**config.mk**
```make
export PLATFORM = sky130hd
export DESIGN_NAME = sre_status_queue
export DESIGN_NICKNAME = d
export VERILOG_FILES = /design/src/pkg/sre_pkg.sv /design/src/logic/sre_status_queue.sv /design/src/logic/sre_err_mem.sv /design/src/logic/sre_ques_bit.sv
export SDC_FILE = /design/constraint.sdc
export NUM_CORES = 1
export LEC_CHECK = 0
export ABC_AREA = 1
export BUFFER_PORTS_ARGS = -buffer_cell sky130_fd_sc_hd__buf_2
export CORE_UTILIZATION = 29
export CTS_CLUSTER_DIAMETER = 150
export DETAILED_ROUTE_END_ITERATION = 8
export PLACE_DENSITY_LB_ADDON = 0.1
export SLEW_MARGIN = 0
export SYNTH_ARGS = -nofsm -noshare
export SYNTH_HDL_FRONTEND = slang
export SYNTH_HIERARCHICAL = 1
export SYNTH_SLANG_ARGS = --single-unit
```
**constraint.sdc**
```tcl
create_clock -name clk_sys -period 12.5 [get_ports clk_sys]
set_input_delay 2.5 -clock clk_sys [delete_from_list [all_inputs] [get_ports clk_sys]]
set_output_delay 2.5 -clock clk_sys [all_outputs]
set_load 0.03 [all_outputs]
```
**src/pkg/sre_pkg.sv**
```systemverilog
package sre_pkg;

  // Status byte bit positions
  localparam int STB_OPERATION_POS = 7;
  localparam int STB_SERVICE_POS   = 6;
  localparam int STB_STD_EVENT_POS = 5;
  localparam int STB_MESSAGE_POS   = 4;
  localparam int STB_QUES_POS      = 3;

  // Error codes, two's complement 16 bit
  localparam logic [15:0] ERR_NONE          = 16'h0000;
  localparam logic [15:0] ERR_SETTINGS      = 16'hFF23; // -221
  localparam logic [15:0] ERR_TOO_MANY      = 16'hFEA2; // -350
  localparam logic [7:0]  MSG_NONE          = 8'h00;
  localparam logic [7:0]  MSG_SETTINGS      = 8'h01;
  localparam logic [7:0]  MSG_TOO_MANY      = 8'h02;

  // Reset values
  localparam logic [15:0] QUES_RESET        = 16'h0000;
  localparam logic [7:0]  ESE_RESET         = 8'h00;
  localparam logic [15:0] OFFSET_RESET      = 16'h0000;

  // Command-language version, arbitrary value
  localparam logic [15:0] VERSION_YEAR      = 16'h07CF;
  localparam logic [3:0]  VERSION_REV       = 4'h0;

  localparam int ERRQ_DEPTH = 20;

endpackage

```
**src/logic/sre_status_queue.sv**
```systemverilog
// Function
// - Condition query returns live condition bits, no side effects.
// - Event query returns latched bits and clears them together.
// - Questionable summary is OR of events gated by enable mask.
// - Enable query returns stored questionable mask.
// - Preset zeroes questionable enable only, nothing else.
// - Status byte bits 7,6,5,4,3: operation, request, event, message, questionable.
// - Standard event mask readable; summary is OR of masked events.
// - Each detected error pushes code and message id to queue, except an external error in the same cycle as a clamp error.
// - Each error query pops exactly the oldest entry.
// - Query on empty queue returns code zero, no-error message.
// - Clear-status empties the error queue at once.
// - Twenty entries; overflow replaces newest with too-many-errors.
// - After overflow, further errors rejected until a pop.
// - Out-of-range offset clamped to limit, settings-conflict error queued.
// - Termination change outside an offset-write cycle doubles or halves offset without error.
// - Version query returns year and one-digit revision.
`timescale 1ns/100ps
`default_nettype none
module sre_status_queue
  import sre_pkg::*;
#(
  parameter int QW    = 16,
  parameter int DEPTH = ERRQ_DEPTH
) (
  input  wire logic          clk_sys,
  input  wire logic          srst,
  input  wire logic [QW-1:0] ques_cond,
  input  wire logic          ques_cond_rd,
  input  wire logic          ques_evt_rd,
  input  wire logic          ques_en_wr,
  input  wire logic [QW-1:0] ques_en_wdata,
  input  wire logic          ques_en_rd,
  input  wire logic          status_preset,
  input  wire logic [7:0]    std_event,
  input  wire logic          ese_wr,
  input  wire logic [7:0]    ese_wdata,
  input  wire logic          ese_rd,
  input  wire logic          operation_summary_bit,
  input  wire logic          service_request_bit,
  input  wire logic          message_available_bit,
  input  wire logic          err_push,
  input  wire logic [15:0]   err_code,
  input  wire logic [7:0]    err_msg,
  input  wire logic          err_rd,
  input  wire logic          clear_status,
  input  wire logic          offset_wr,
  input  wire logic [15:0]   offset_req,
  input  wire logic [15:0]   offset_limit,
  input  wire logic          output_termination_select,
  input  wire logic          version_rd,
  output var  logic [15:0]   rd_data,
  output var  logic [7:0]    rd_msg,
  output var  logic          rd_valid,
  output var  logic [7:0]    status_summary_byte,
  output var  logic [15:0]   offset_value
);
  localparam int AW = $clog2(DEPTH);
  localparam logic [AW-1:0] LAST = AW'(DEPTH - 1);
  localparam logic [AW:0]   FULL = (AW+1)'(DEPTH);

  logic [QW-1:0] ques_evt;
  logic [QW-1:0] ques_en;
  logic [QW-1:0] next_ques_en;
  logic [7:0]    ese;
  logic [7:0]    next_ese;

  // Event bits, one latch per condition
  for (genvar i = 0; i < QW; i++) begin : g_evt
    sre_ques_bit u_bit (
      .clk_sys (clk_sys),
      .srst    (srst),
      .cond    (ques_cond[i]),
      .clr     (ques_evt_rd),
      .evt     (ques_evt[i])
    );
  end

  always_comb begin
    next_ques_en = ques_en;
    next_ese     = ese;
    if (status_preset) begin
      next_ques_en = '0;
    end else if (ques_en_wr) begin
      next_ques_en = ques_en_wdata;
    end
    if (ese_wr) begin
      next_ese = ese_wdata;
    end
  end

  always_ff @(posedge clk_sys) begin
    if (srst) begin
      ques_en <= QUES_RESET;
      ese     <= ESE_RESET;
    end else begin
      ques_en <= next_ques_en;
      ese     <= next_ese;
    end
  end

  // Offset clamp and termination scaling
  logic               term_d;
  logic        [15:0] next_offset;
  logic               clamp_err;
  logic signed [15:0] req_s;
  logic        [15:0] req_mag;

  always_comb begin
    req_s       = $signed(offset_req);
    req_mag     = req_s[15] ? 16'(-req_s) : offset_req;
    next_offset = offset_value;
    clamp_err   = 1'b0;
    if (offset_wr) begin
      if (req_mag > offset_limit) begin
        next_offset = req_s[15] ? 16'(-$signed(offset_limit)) : offset_limit;
        clamp_err   = 1'b1;
      end else begin
        next_offset = offset_req;
      end
    end else if (output_termination_select != term_d) begin
      // High impedance doubles, back to fifty ohms halves
      next_offset = output_termination_select ? {offset_value[14:0], 1'b0}
                                              : {offset_value[15], offset_value[15:1]};
    end
  end

  always_ff @(posedge clk_sys) begin
    if (srst) begin
      offset_value <= OFFSET_RESET;
      term_d       <= 1'b0;
    end else begin
      offset_value <= next_offset;
      term_d       <= output_termination_select;
    end
  end

  // Error queue
  logic [AW-1:0] wptr;
  logic [AW-1:0] rptr;
  logic [AW:0]   count;
  logic          ovf;
  logic [AW-1:0] next_wptr;
  logic [AW-1:0] next_rptr;
  logic [AW:0]   next_count;
  logic          next_ovf;
  logic          mem_we;
  logic [AW-1:0] mem_waddr;
  logic [23:0]   mem_wdata;
  logic [23:0]   mem_rdata;
  logic          push_any;
  logic [15:0]   push_code;
  logic [7:0]    push_msg;
  logic          pop;

  // Internal clamp error takes priority over an external one in the same cycle
  assign push_any  = err_push | clamp_err;
  assign push_code = clamp_err ? ERR_SETTINGS : err_code;
  assign push_msg  = clamp_err ? MSG_SETTINGS : err_msg;
  assign pop       = err_rd && (count != '0);

  function automatic logic [AW-1:0] inc(input logic [AW-1:0] p);
    inc = (p == LAST) ? '0 : p + AW'(1);
  endfunction

  always_comb begin
    next_wptr  = wptr;
    next_rptr  = rptr;
    next_count = count;
    next_ovf   = ovf;
    mem_we     = 1'b0;
    mem_waddr  = wptr;
    mem_wdata  = {push_code, push_msg};
    if (clear_status) begin
      next_wptr  = '0;
      next_rptr  = '0;
      next_count = '0;
      next_ovf   = 1'b0;
    end else begin
      if (pop) begin
        next_rptr = inc(rptr);
        next_ovf  = 1'b0;
      end
      if (push_any && !ovf) begin
        if (count == FULL && !pop) begin
          // Newest slot sits just behind the write pointer
          mem_we    = 1'b1;
          mem_waddr = (wptr == '0) ? LAST : wptr - AW'(1);
          mem_wdata = {ERR_TOO_MANY, MSG_TOO_MANY};
          next_ovf  = 1'b1;
        end else begin
          mem_we    = 1'b1;
          next_wptr = inc(wptr);
        end
      end
      next_count = count + (AW+1)'(mem_we && mem_waddr == wptr) - (AW+1)'(pop);
    end
  end

  always_ff @(posedge clk_sys) begin
    if (srst) begin
      wptr  <= '0;
      rptr  <= '0;
      count <= '0;
      ovf   <= 1'b0;
    end else begin
      wptr  <= next_wptr;
      rptr  <= next_rptr;
      count <= next_count;
      ovf   <= next_ovf;
    end
  end

  sre_err_mem #(.W(24), .D(DEPTH), .AW(AW)) u_mem (
    .clk_sys (clk_sys),
    .we      (mem_we),
    .waddr   (mem_waddr),
    .wdata   (mem_wdata),
    .raddr   (rptr),
    .rdata   (mem_rdata)
  );

  // Read-back path; memory data lags one cycle so queue answers are staged
  typedef enum logic [2:0] {SRE_R_NONE, SRE_R_COND, SRE_R_EVT, SRE_R_EN, SRE_R_ESE,
                            SRE_R_ERR, SRE_R_EMPTY, SRE_R_VER} sre_rsel_t;
  sre_rsel_t   rsel;
  sre_rsel_t   next_rsel;
  logic [15:0] rcap;
  logic [15:0] next_rcap;
  logic [15:0] next_rd_data;
  logic [7:0]  next_rd_msg;
  logic [7:0]  next_stb;

  always_comb begin
    next_rsel = SRE_R_NONE;
    next_rcap = '0;
    if (ques_cond_rd) begin
      next_rsel = SRE_R_COND;
      next_rcap = ques_cond;
    end else if (ques_evt_rd) begin
      next_rsel = SRE_R_EVT;
      next_rcap = ques_evt;
    end else if (ques_en_rd) begin
      next_rsel = SRE_R_EN;
      next_rcap = ques_en;
    end else if (ese_rd) begin
      next_rsel = SRE_R_ESE;
      next_rcap = {8'h00, ese};
    end else if (err_rd) begin
      next_rsel = (count != '0) ? SRE_R_ERR : SRE_R_EMPTY;
    end else if (version_rd) begin
      next_rsel = SRE_R_VER;
      next_rcap = {VERSION_YEAR[11:0], VERSION_REV};
    end
  end

  always_comb begin
    next_rd_data = rcap;
    next_rd_msg  = MSG_NONE;
    unique case (rsel)
      SRE_R_ERR: begin
        next_rd_data = mem_rdata[23:8];
        next_rd_msg  = mem_rdata[7:0];
      end
      SRE_R_EMPTY: begin
        next_rd_data = ERR_NONE;
        next_rd_msg  = MSG_NONE;
      end
      SRE_R_VER: begin
        next_rd_data = VERSION_YEAR;
        next_rd_msg  = {4'h0, VERSION_REV};
      end
      SRE_R_NONE, SRE_R_COND, SRE_R_EVT, SRE_R_EN, SRE_R_ESE: begin
        next_rd_data = rcap;
      end
    endcase
    next_stb = '0;
    next_stb[STB_OPERATION_POS] = operation_summary_bit;
    next_stb[STB_SERVICE_POS]   = service_request_bit;
    next_stb[STB_STD_EVENT_POS] = |(std_event & ese);
    next_stb[STB_MESSAGE_POS]   = message_available_bit;
    next_stb[STB_QUES_POS]      = |(ques_evt & ques_en);
  end

  always_ff @(posedge clk_sys) begin
    if (srst) begin
      rsel                <= SRE_R_NONE;
      rcap                <= '0;
      rd_data             <= '0;
      rd_msg              <= '0;
      rd_valid            <= 1'b0;
      status_summary_byte <= '0;
    end else begin
      rsel                <= next_rsel;
      rcap                <= next_rcap;
      rd_data             <= next_rd_data;
      rd_msg              <= next_rd_msg;
      rd_valid            <= (rsel != SRE_R_NONE);
      status_summary_byte <= next_stb;
    end
  end

  ques_summary_a: assert property (@(posedge clk_sys) disable iff (srst)
    status_summary_byte[STB_QUES_POS] == $past(|(ques_evt & ques_en)))
    else $error("questionable summary mismatch");
  preset_zero_a: assert property (@(posedge clk_sys) disable iff (srst)
    status_preset |=> ques_en == '0)
    else $error("preset did not zero enable");
  clear_empty_a: assert property (@(posedge clk_sys) disable iff (srst)
    clear_status |=> count == '0)
    else $error("clear left entries");
  depth_bound_a: assert property (@(posedge clk_sys) disable iff (srst)
    count <= FULL)
    else $error("queue over depth");
  ovf_reject_a: assert property (@(posedge clk_sys) disable iff (srst)
    (ovf && !err_rd && !clear_status) |=> count == $past(count))
    else $error("error accepted after overflow");
  empty_read_a: assert property (@(posedge clk_sys) disable iff (srst)
    (err_rd && count == '0 && !ques_cond_rd && !ques_evt_rd && !ques_en_rd && !ese_rd)
      |=> ##1 rd_valid && rd_data == ERR_NONE)
    else $error("empty queue read not zero");
  evt_clear_a: assert property (@(posedge clk_sys) disable iff (srst)
    (ques_evt_rd && ques_cond == $past(ques_cond)) |=> ques_evt == '0)
    else $error("event not cleared by read");
  clamp_push_a: assert property (@(posedge clk_sys) disable iff (srst)
    (clamp_err && !ovf && count < FULL && !clear_status) |=> count != '0)
    else $error("clamp error not queued");
  ese_summary_a: assert property (@(posedge clk_sys) disable iff (srst)
    status_summary_byte[STB_STD_EVENT_POS] == $past(|(std_event & ese)))
    else $error("standard event summary mismatch");
endmodule
`default_nettype wire

```
**src/logic/sre_err_mem.sv**
```systemverilog
`timescale 1ns/100ps
`default_nettype none
module sre_err_mem
  import sre_pkg::*;
#(
  parameter int W = 24,
  parameter int D = 20,
  parameter int AW = 5
) (
  input  wire logic          clk_sys,
  input  wire logic          we,
  input  wire logic [AW-1:0] waddr,
  input  wire logic [W-1:0]  wdata,
  input  wire logic [AW-1:0] raddr,
  output var  logic [W-1:0]  rdata
);
  logic [W-1:0] mem [D];

  always_ff @(posedge clk_sys) begin
    if (we) begin
      mem[waddr] <= wdata;
    end
    rdata <= mem[raddr];
  end
endmodule
`default_nettype wire

```
**src/logic/sre_ques_bit.sv**
```systemverilog
`timescale 1ns/100ps
`default_nettype none
module sre_ques_bit
  import sre_pkg::*;
(
  input  wire logic clk_sys,
  input  wire logic srst,
  input  wire logic cond,
  input  wire logic clr,
  output var  logic evt
);
  logic cond_d;
  logic next_evt;
  logic next_cond_d;

  // Set beats clear so a rising edge in the read cycle is kept
  always_comb begin
    next_cond_d = cond;
    next_evt    = evt;
    if (clr) begin
      next_evt = 1'b0;
    end
    if (cond && !cond_d) begin
      next_evt = 1'b1;
    end
  end

  always_ff @(posedge clk_sys) begin
    if (srst) begin
      evt    <= 1'b0;
      cond_d <= 1'b0;
    end else begin
      evt    <= next_evt;
      cond_d <= next_cond_d;
    end
  end

  // A rise must latch even when a read clears in the same cycle
  evt_set_a: assert property (@(posedge clk_sys) disable iff (srst)
    (cond && !cond_d) |=> evt)
    else $error("event bit missed a rising condition");
endmodule
`default_nettype wire

```
After elaboration in Yosys (flattened, before gate mapping)
Memories as Yosys holds them, arrays and structs flattened. A register that Yosys moved wholly into a read port is not among the register bits.
Cells that the tools add are included.
{"block": "classes", "bitwise": 5, "n_addsub": 7, "order_cmp": 1, "muxes": 59, "n_eq_ne": 12, "n_reduce_logical": 70}
{"operator": "two-way mux 16 bit", "n": 10}
{"operator": "two-way mux 24 bit", "n": 3}
{"operator": "one-hot mux 16 bit (4 select lines)", "n": 1}
{"operator": "two-way mux 15 bit", "n": 3}
{"operator": "nonzero test 2 bit", "n": 18}
{"operator": "two-way mux 5 bit", "n": 7}
{"operator": "negator 16 bit", "n": 2}
{"operator": "two-way mux 1 bit", "n": 28}
{"operator": "logical AND 1 bit", "n": 20}
{"operator": "zero test 1 bit", "n": 18}
{"operator": "bitwise AND 16 bit", "n": 1}
{"operator": "greater-than comparator 16 bit", "n": 1}
{"operator": "OR reduction 16 bit", "n": 1}
{"operator": "equality test 3 bit (second input constant)", "n": 4}
{"operator": "adder 5 x 1 -> 5 bit (second input constant)", "n": 2}
{"operator": "equality test 5 bit (second input constant)", "n": 2}
{"operator": "two-way mux 3 bit", "n": 3}
{"operator": "bitwise AND 8 bit", "n": 1}
{"operator": "two-way mux 8 bit", "n": 1}
{"operator": "OR reduction 2 bit", "n": 4}
{"operator": "OR reduction 8 bit", "n": 1}
{"operator": "adder 6 x 1 -> 6 bit", "n": 1}
{"operator": "equality test 3 x 2 -> 1 bit (second input constant)", "n": 2}
{"operator": "equality test 6 x 5 -> 1 bit (second input constant)", "n": 1}
{"operator": "other kinds (15)", "n": 19}
{"block": "totals", "ramBits": 480, "regBits": 142, "memories": 1, "output_inout_bits": 49, "input_bits": 122, "word_cells": 205}
{"name": "u_mem.mem", "words": 20, "word_bits": 24, "read_ports": 1, "rd_ports_with_merged_regs": 1, "write_ports": 1, "line": "sre_err_mem.sv:17", "rtl": "logic [W-1:0] mem [D];"}

Depth between registers and ports, before layout
Gate-level depths: netlist of the first run.
{"block": "logic_depth", "word_depth": 13, "depth_mapped": 28}

By module
The synthesis of the first run kept the hierarchy.
{"module": "sre_err_mem", "area_each_um2": 19857.8, "cells_per_inst": 1626, "instances": 1, "seq_area_each_um2": 14894.3}
{"module": "sre_status_queue", "area_each_um2": 6463.7, "cells_per_inst": 969, "instances": 1, "seq_area_each_um2": 2142.1}
{"module": "sre_ques_bit", "area_each_um2": 77.6, "cells_per_inst": 10, "instances": 16, "seq_area_each_um2": 40.0}

Least setup slack after synthesis of the first run
No wires, ideal clock.
{"block": "synth_path", "path_kind": "input to register", "startpoint": "input offset_req[1]", "endpoint": "memory u_mem.mem[11][0], enable pin", "path_buffers": 0, "t_arrival_ps": 6204, "t_required_ps": 12095, "setup_slack_ps": 5891, "cell_stages": 20, "cell_sequence": "nor3_1 nand2_1 nor3_1 nand4_1 nand2_1 o21ai_0 xor2_1 ha_1 nand4_1 nor2_1 nand2_1 nand2_2 nand3_4 nand2_4 nand2_4 nor2_2 nand2_1 o21ai_0 nand3_1 nor2_1"}
{"block": "synth_via", "elab_chain_cells": 12, "word_cells_on_any_way": 15, "classes_between": "1 x add/sub; 1 x order compare; 11 x mux; 1 x bitwise; 1 x reduce/logical"}
{"item": "start: declaration", "line": "sre_status_queue.sv:48", "rtl": "input wire logic [15:0] offset_req,"}
{"item": "negator 16 bit", "line": "sre_status_queue.sv:111", "rtl": "req_mag = req_s[15] ? 16'(-req_s) : offset_req;"}
{"item": "two-way mux 16 bit *", "line": "sre_status_queue.sv:111"}
{"item": "greater-than comparator 16 bit *", "line": "sre_status_queue.sv:115", "rtl": "if (req_mag > offset_limit) begin"}
{"item": "two-way mux 1 bit *", "line": "sre_status_queue.sv:115"}
{"item": "two-way mux 1 bit *", "line": "sre_status_queue.sv:114", "rtl": "if (offset_wr) begin"}
{"item": "OR 1 bit *", "line": "sre_status_queue.sv:157", "rtl": "assign push_any = err_push | clamp_err;"}
{"item": "logical AND 1 bit *", "line": "sre_status_queue.sv:184", "rtl": "if (push_any && !ovf) begin"}
{"item": "two-way mux 1 bit *", "line": "sre_status_queue.sv:184"}
{"item": "two-way mux 1 bit * (2 in a row)", "line": "sre_status_queue.sv:174", "rtl": "if (clear_status) begin"}
{"item": "net mem_we", "line": "sre_status_queue.sv:147", "rtl": "logic mem_we;"}
{"item": "two-way mux 1 bit *", "line": "sre_err_mem.sv:20", "rtl": "if (we) begin"}
{"item": "two-way mux 1 bit (not written as such) *", "line": "sre_err_mem.sv:21", "rtl": "mem[waddr] <= wdata;"}
{"item": "end: declaration", "line": "sre_err_mem.sv:17"}
Mark *: on every way through the listed nets, which the timed path passes. The rest lies on a longest branch. The select of a mux whose other input is x is not followed.

Final worst setup path of the first run
{"block": "layout_path", "startpoint": "input offset_req[2]", "endpoint": "memory u_mem.mem[7][10], enable pin"}
The elaborated chain is that of the path after synthesis.

==> flow_summary.ini, run 1 <==
[route]
postRouteAntennaNets = 0
wl_per_cell_microns = 21.4
drt-pass1-iter-count = 7
wl_mm = 90.1
vias_per_cell = 4.74
vias = 20000
dr.first_iter.drc_count = 1288
drc_errors = 0

[clock_tree]
root_buffer = clkbuf_16
clkTransAtPathRegs_ns = 0.05
insertion_delay_ns = 0.64
cts_setup_buffers = 0
clock_sinks = 643
clockBufferDepth = 3
cts_resized = 0
tritoncts = yes
cts.hold.buffers_added = 0
h-tree-depth = 3
numCtsBuffers = 76

[timing]
slew_viol_final = 0
rsz0062_at_grt = false
layout_min_cycle_time_ns = 7.03
clock-skew-final_ns = 0.0208
tns_ns = 0
max-slew-margin-rel_pct = 19.5
fmax_mhz = 142
finalSetupViolations = 0
tightest_slew_ns = 1.21
min_period_over_period_pct = 56.3
setup_slack_ns = 5.47
hold_viol_final = 0

[placed_design]
place_congestion = 0.837
port_buffers = 167
post-place-ws_ns = 4.81
hpwl_mm = 58.2

[die]
io_pins = 171
fp.coreArea_sq_mm = 0.0937
die_w_microns = 310
fp.dieH_microns = 310
rows = 112
initial_core_util_pct = 29.4
die_area_sq_mm = 0.0963

[pwr]
p_per_area_mw_per_mm2 = 172
ir_drop_v = 0.0000977
p_clk_share_pct = 40.7
net-switching-power_mw = 1.57
swShare_pct = 28.5
p_leak_nw = 12.6
p_int_mw = 3.94
comb_power_share_pct = 15.2
p_seq_share_pct = 44.1

[worst_setup_path]
end_kind = flip-flop
timing.rr.end = u_mem/mem[4][5]$_DFFE_PP_
cp_max_fo = 26
path_cells = buf_2, nor3_1, nand2_1, nor3_1, nand4_1, nand2_1, o21ai_0, xor2_1, ha_1, a21oi_1, o21ai_0, nor2_1, nand2_2, nand3_4, nand2_4, nand2_4, nor2_2, nand2_1, o21ai_0, nand3_1, nor2_4
cp.required_ns = 12.75
startpoint_type = input port
r2r_cells = 11
cpPeakStageDelay_ns = 0.86
r2r_start = count[0]$_SDFF_PP0_
worst-path-buf-inv = 1
cp.arrival_ns = 7.29
r2r_setup_slack_ns = 8.65
critPathTopFamily = simple AND/OR/NAND/NOR gates
crit_slowest_cell = nor2_4
crit_type = input port to flip-flop

[final_layout]
nets = 3038
multi_input_area_sq_mm = 0.00838
area_growth_pct = 16.2
ff_latch_area_sq_mm = 0.0177
layout_common_cells = nand2_1, edfxtp_1, nand3_1, inv_1, buf_2
drive_gt1_share_pct = 13.2
final_common_cell = nand2_1
fill_cells = 9540

[synth]
synth_area_leader_cell = edfxtp_1
ys_seq_area_share_pct = 64.1
synthTopCellsByArea = edfxtp_1, dfxtp_1, nand2_1
synth.top_cell.area_share_pct = 52.3
synth_cell_type_count = 47
ys_warn_count = 6
synth-seq-cells = 643
ys_async_sr_fraction_pct = 0
syn_avg_cell_area_sq_um = 10.0
synth_edf_count = 480
syn_area_sq_mm = 0.0276
syn_inst = 2755
synth_flop_cell = edfxtp_1

[min_path]
worstHoldPathType = flip-flop to flip-flop
hold_depth = 2
hold_end = rd_msg[2]$_SDFF_PP0_
hp-start = u_mem/rdata[2]$_DFF_P_

[global_routing]
grt_usage_pct = 18.6
grt_max_degree = 76
antenna_found_initial = 13
grt-ovfl-total = 0
grt_pass1_wl_mm = 130
grt_pass1_vias = 19200

[job]
maxCapViolCount = 0

[status]
outcome = finished, final reports clean
[worst max path at each step]
| stage | cells past startpoint | start | to |
|---|---|---|---|
| finish | 21 | offset_req[2] | u_mem/mem[7][10]$_DFFE_PP_ |
| global route | 21 | offset_req[2] | u_mem/mem[7][16]$_DFFE_PP_ |
| detailed placement | 21 | offset_req[2] | u_mem/mem[0][4]$_DFFE_PP_ |
| CTS | 21 | offset_req[2] | u_mem/mem[4][5]$_DFFE_PP_ |
| floorplan | 20 | offset_req[1] | u_mem/mem[11][0]$_DFFE_PP_ |
| global placement | 21 | offset_req[2] | u_mem/mem[3][0]$_DFFE_PP_ |
[metrics by stage]
step	area [sq um]	util [%]	hold slack [ns]	power, mW	instances
final	32000	34.2	0.418	5.51	4208
after global placement	29500	31.4	0.410	3.32	4061
after detailed placement	29500	31.4	0.408	3.33	4061
after CTS	32000	34.1	0.419	5.59	4201
after global routing	32000	34.1	0.440	5.75	4201
after floorplan	27600	-	0.394	2.98	2757
[Yosys cell counts (10+ instances only)]
| cell type | number |
|---|---|
| a21oi_1 | 91 |
| a31oi_1 | 11 |
| buf_2 | 42 |
| buf_4 | 21 |
| buf_6 | 19 |
| clkbuf_1 | 48 |
| dfxtp_1 | 163 |
| edfxtp_1 | 480 |
| ha_1 | 30 |
| inv_1 | 189 |
| inv_2 | 27 |
| nand2_1 | 766 |
| nand2_2 | 12 |
| nand3_1 | 367 |
| nand3_2 | 16 |
| nand4_1 | 10 |
| nor2_1 | 175 |
| o21ai_0 | 157 |
| o22ai_1 | 28 |
| xor2_1 | 29 |
[power groups by stage]
stage	registers (mW)	clock network, mW	logic [mW]
after floorplan	2.46	0	0.519
after global placement	2.48	0	0.844
after detailed placement	2.48	0	0.849
after CTS	2.43	2.30	0.851
after global routing	2.44	2.37	0.935
final	2.43	2.24	0.838
[sequential cells by signal (all words and copies together), names as in the netlist, 16 cells and up]
register,flops
g_evt.u_bit/cond_d,16
g_evt.u_bit/evt,16
offset_value,16
ques_en,16
rcap,16
rd_data,16
u_mem/mem,480
u_mem/rdata,24
[routing by layer]
metal | part of all wire, % | GRT usage (%) | vias up
met5 | 0.13 | 0 | -
met4 | 3.1 | 6.45 | 14
met3 | 5.8 | 3.23 | 128
met2 | 46 | 29.8 | 540
met1 | 45 | 25.4 | 9669
li1 | - | - | 9615
[kinds of logic after synthesis]
kind of cell | count (synthesis) | synth area share [%]
adders and majority gates | 31 | 1.43
AOI/OAI and AO/OA | 323 | 6.37
buffers and inverters | 360 | 5.96
DFF | 643 | 64.1
and+or+nand+nor | 1368 | 21.2
other | 1 | 0.0136
xor gates and xnor gates | 29 | 0.921
[layout make-up]
cell class	instances	share of cell area [%]
clock inverter	39	1.52
clock buffer	101	6.40
tap	1254	4.90
timing repair buffer	190	3.15
sequential	643	55.2
inverter	220	2.60
multi-input combinational	1754	26.2
antenna	7	0.0547
[worst reg2reg max path, stage by stage (launching register included)]
cell,delay [ns]
dfxtp_1,0.32
nor2_1,0.20
nand3_1,0.13
nand2_2,0.27
nand4_2,0.52
o21ai_0,0.40
nand3_1,0.11
nand3_1,0.09
nand2_1,0.08
inv_1,0.08
nand3_1,0.39
nor2_4,0.87
Note: power is estimated with default switching activity, not from simulation.
==> run 2: changes to the inputs <==
==> constraint.sdc (replaced) <==
create_clock -name clk_sys -period 6.58 [get_ports clk_sys]
set_input_delay 1.316 -clock clk_sys [delete_from_list [all_inputs] [get_ports clk_sys]]
set_output_delay 1.316 -clock clk_sys [all_outputs]
set_load 0.03 [all_outputs]
==> run 2 against run 1 <==
Design area rose by 0.93%. Global-route usage fell by 0.64 points. Cell count rose by 0.78%. Clock-buffer cell count fell by 8. Register-to-register slack got worse by 5.5 ns. Clock skew rose by 0.0010 ns.
==> flow_summary.ini, run 2 (synthesis gave the netlist of run 1 again) <==
[die]
fp.dieH_microns = 310
die_area_sq_mm = 0.0963
io_pins = 171
initial_core_util_pct = 29.4
die_w_microns = 310
fp.coreArea_sq_mm = 0.0937
rows = 112

[clock_tree]
clkTransAtPathRegs_ns = 0.06
cts.hold.buffers_added = 0
h-tree-depth = 3
cts_setup_buffers = 0
root_buffer = clkbuf_16
tritoncts = yes
clock_sinks = 643
numCtsBuffers = 75
insertion_delay_ns = 0.63
cts_resized = 0
clockBufferDepth = 3

[placed_design]
place_congestion = 0.828
post-place-ws_ns = 0.612
placed_cells_incl_taps = 4094
port_buffers = 167
placedInstanceArea_sq_mm = 0.0298
hpwl_mm = 56.0

[worst_setup_path]
cp.arrival_ns = 5.67
startpoint_type = input port
cp.required_ns = 6.91
cp_common_cell = nand2_1
cpPeakStageDelay_ns = 0.54
r2r_cells = 12
r2r_setup_slack_ns = 3.16
end_kind = flip-flop
crit_type = input port to flip-flop
path_cells = buf_2, nor3_1, nand2_1, nor3_1, nand4_1, nand2_1, o21ai_0, xor2_1, ha_1, nand4_1, nor2_1, nand2_1, nand2_2, nand3_4, nand2_4, nand2_4, nor2_2, nand2_1, o21ai_0, nand3_1, nor2_4, buf_12
cp_max_fo = 13
r2r_start = count[4]$_SDFF_PP0_
cp.depth = 22
crit_slowest_cell = nor2_4
worst-path-buf-inv = 2
critPathTopFamily = simple AND/OR/NAND/NOR gates
timing.rr.end = u_mem/mem[11][8]$_DFFE_PP_

[timing]
tns_ns = 0
hold_slack_ns = 0.420
tightest_slew_ns = 1.04
clock-skew-final_ns = 0.0218
rsz0062_at_grt = false
finalSetupViolations = 0
setup_slack_ns = 1.24
fmax_mhz = 187
min_period_over_period_pct = 81.2
hold_viol_final = 0
slew_viol_final = 0
layout_min_cycle_time_ns = 5.34
max-slew-margin-rel_pct = 30.4

[status]
outcome = finished, final reports clean

[final_layout]
layout_common_cells = nand2_1, edfxtp_1, nand3_1, inv_1, buf_2
post-route-util_pct = 34.5
top_register = u_mem/mem
final_common_cell = nand2_1
largestRegisters = u_mem/mem (480), u_mem/rdata (24)
fin_cells = 4241
postLayoutCellArea_sq_mm = 0.0323
largest_register_ffs = 480
fill_cells = 9529
area_growth_pct = 17.3
drive_gt1_share_pct = 14.3
nets = 3070

[pwr]
ir_drop_v = 0.000175
p_per_area_mw_per_mm2 = 322
p_leak_nw = 12.8
p_total_mw = 10.4

[global_routing]
grt-ovfl-total = 0
grt_usage_pct = 18.0
grt_pass1_wl_mm = 129
grt_pass1_vias = 19600
grt_max_degree = 146
antenna_found_initial = 8

[min_path]
hold_depth = 2
hp-start = u_mem/rdata[0]$_DFF_P_
worstHoldPathType = flip-flop to flip-flop
hold_end = rd_msg[0]$_SDFF_PP0_

[route]
dr.first_iter.drc_count = 1807
vias_per_cell = 4.75
drc_errors = 0
vias = 20100
postRouteAntennaNets = 0
drt-pass1-iter-count = 8
wl_mm = 86.9
wl_per_cell_microns = 20.5

[job]
maxCapViolCount = 0
[run 2: cell count changes in the layout (fill, tap and decap cells not counted), moves of 3 or more]
cell / change
buf_4: +30
clkbuf_1: -8
clkinv_1: +4
clkinvlp_4: +4
buf_12: +3
[run 2: worst max-delay path by stage]
stage | to | startpoint
after floorplan | u_mem/mem[15][0]$_DFFE_PP_ | offset_req[1]
after global placement | u_mem/mem[3][0]$_DFFE_PP_ | offset_req[1]
after detailed placement | u_mem/mem[3][1]$_DFFE_PP_ | offset_req[2]
after CTS | u_mem/mem[3][19]$_DFFE_PP_ | offset_req[2]
after global routing | u_mem/mem[3][19]$_DFFE_PP_ | offset_req[2]
final | u_mem/mem[3][19]$_DFFE_PP_ | offset_req[2]
[run 2: where the power goes]
part | total [mW] | switching (mW) | internal, mW
clock | 4.28 | 1.74 | 2.54
combinational | 1.56 | 1.14 | 0.412
sequential | 4.59 | 0.0715 | 4.52
total | 10.4 | 2.95 | 7.47
[run 2: per-layer routing]
metal	share of wire (%)	global-route usage (%)	up-vias
li1	-	-	9690
met1	46	24.7	9825
met2	47	29.4	504
met3	5.6	3.23	102
met4	1.6	4.16	8
met5	0.078	0	-
[run 2: worst min-delay path, cell delays in order (launching register included)]
cell and delay, ns:
dfxtp_1 0.29, inv_1 0.05, nor2_1 0.04
[run 2: layout make-up]
cell class	count	area [sq um]	share of cell area [%]
sequential	643	17700	54.7
antenna	8	20.0	0.0619
multi-input combinational	1754	8380	25.9
clock buffer	93	2040	6.30
inverter	220	833	2.58
clock inverter	46	509	1.58
timing repair buffer	223	1290	4.00
tap	1254	1570	4.85
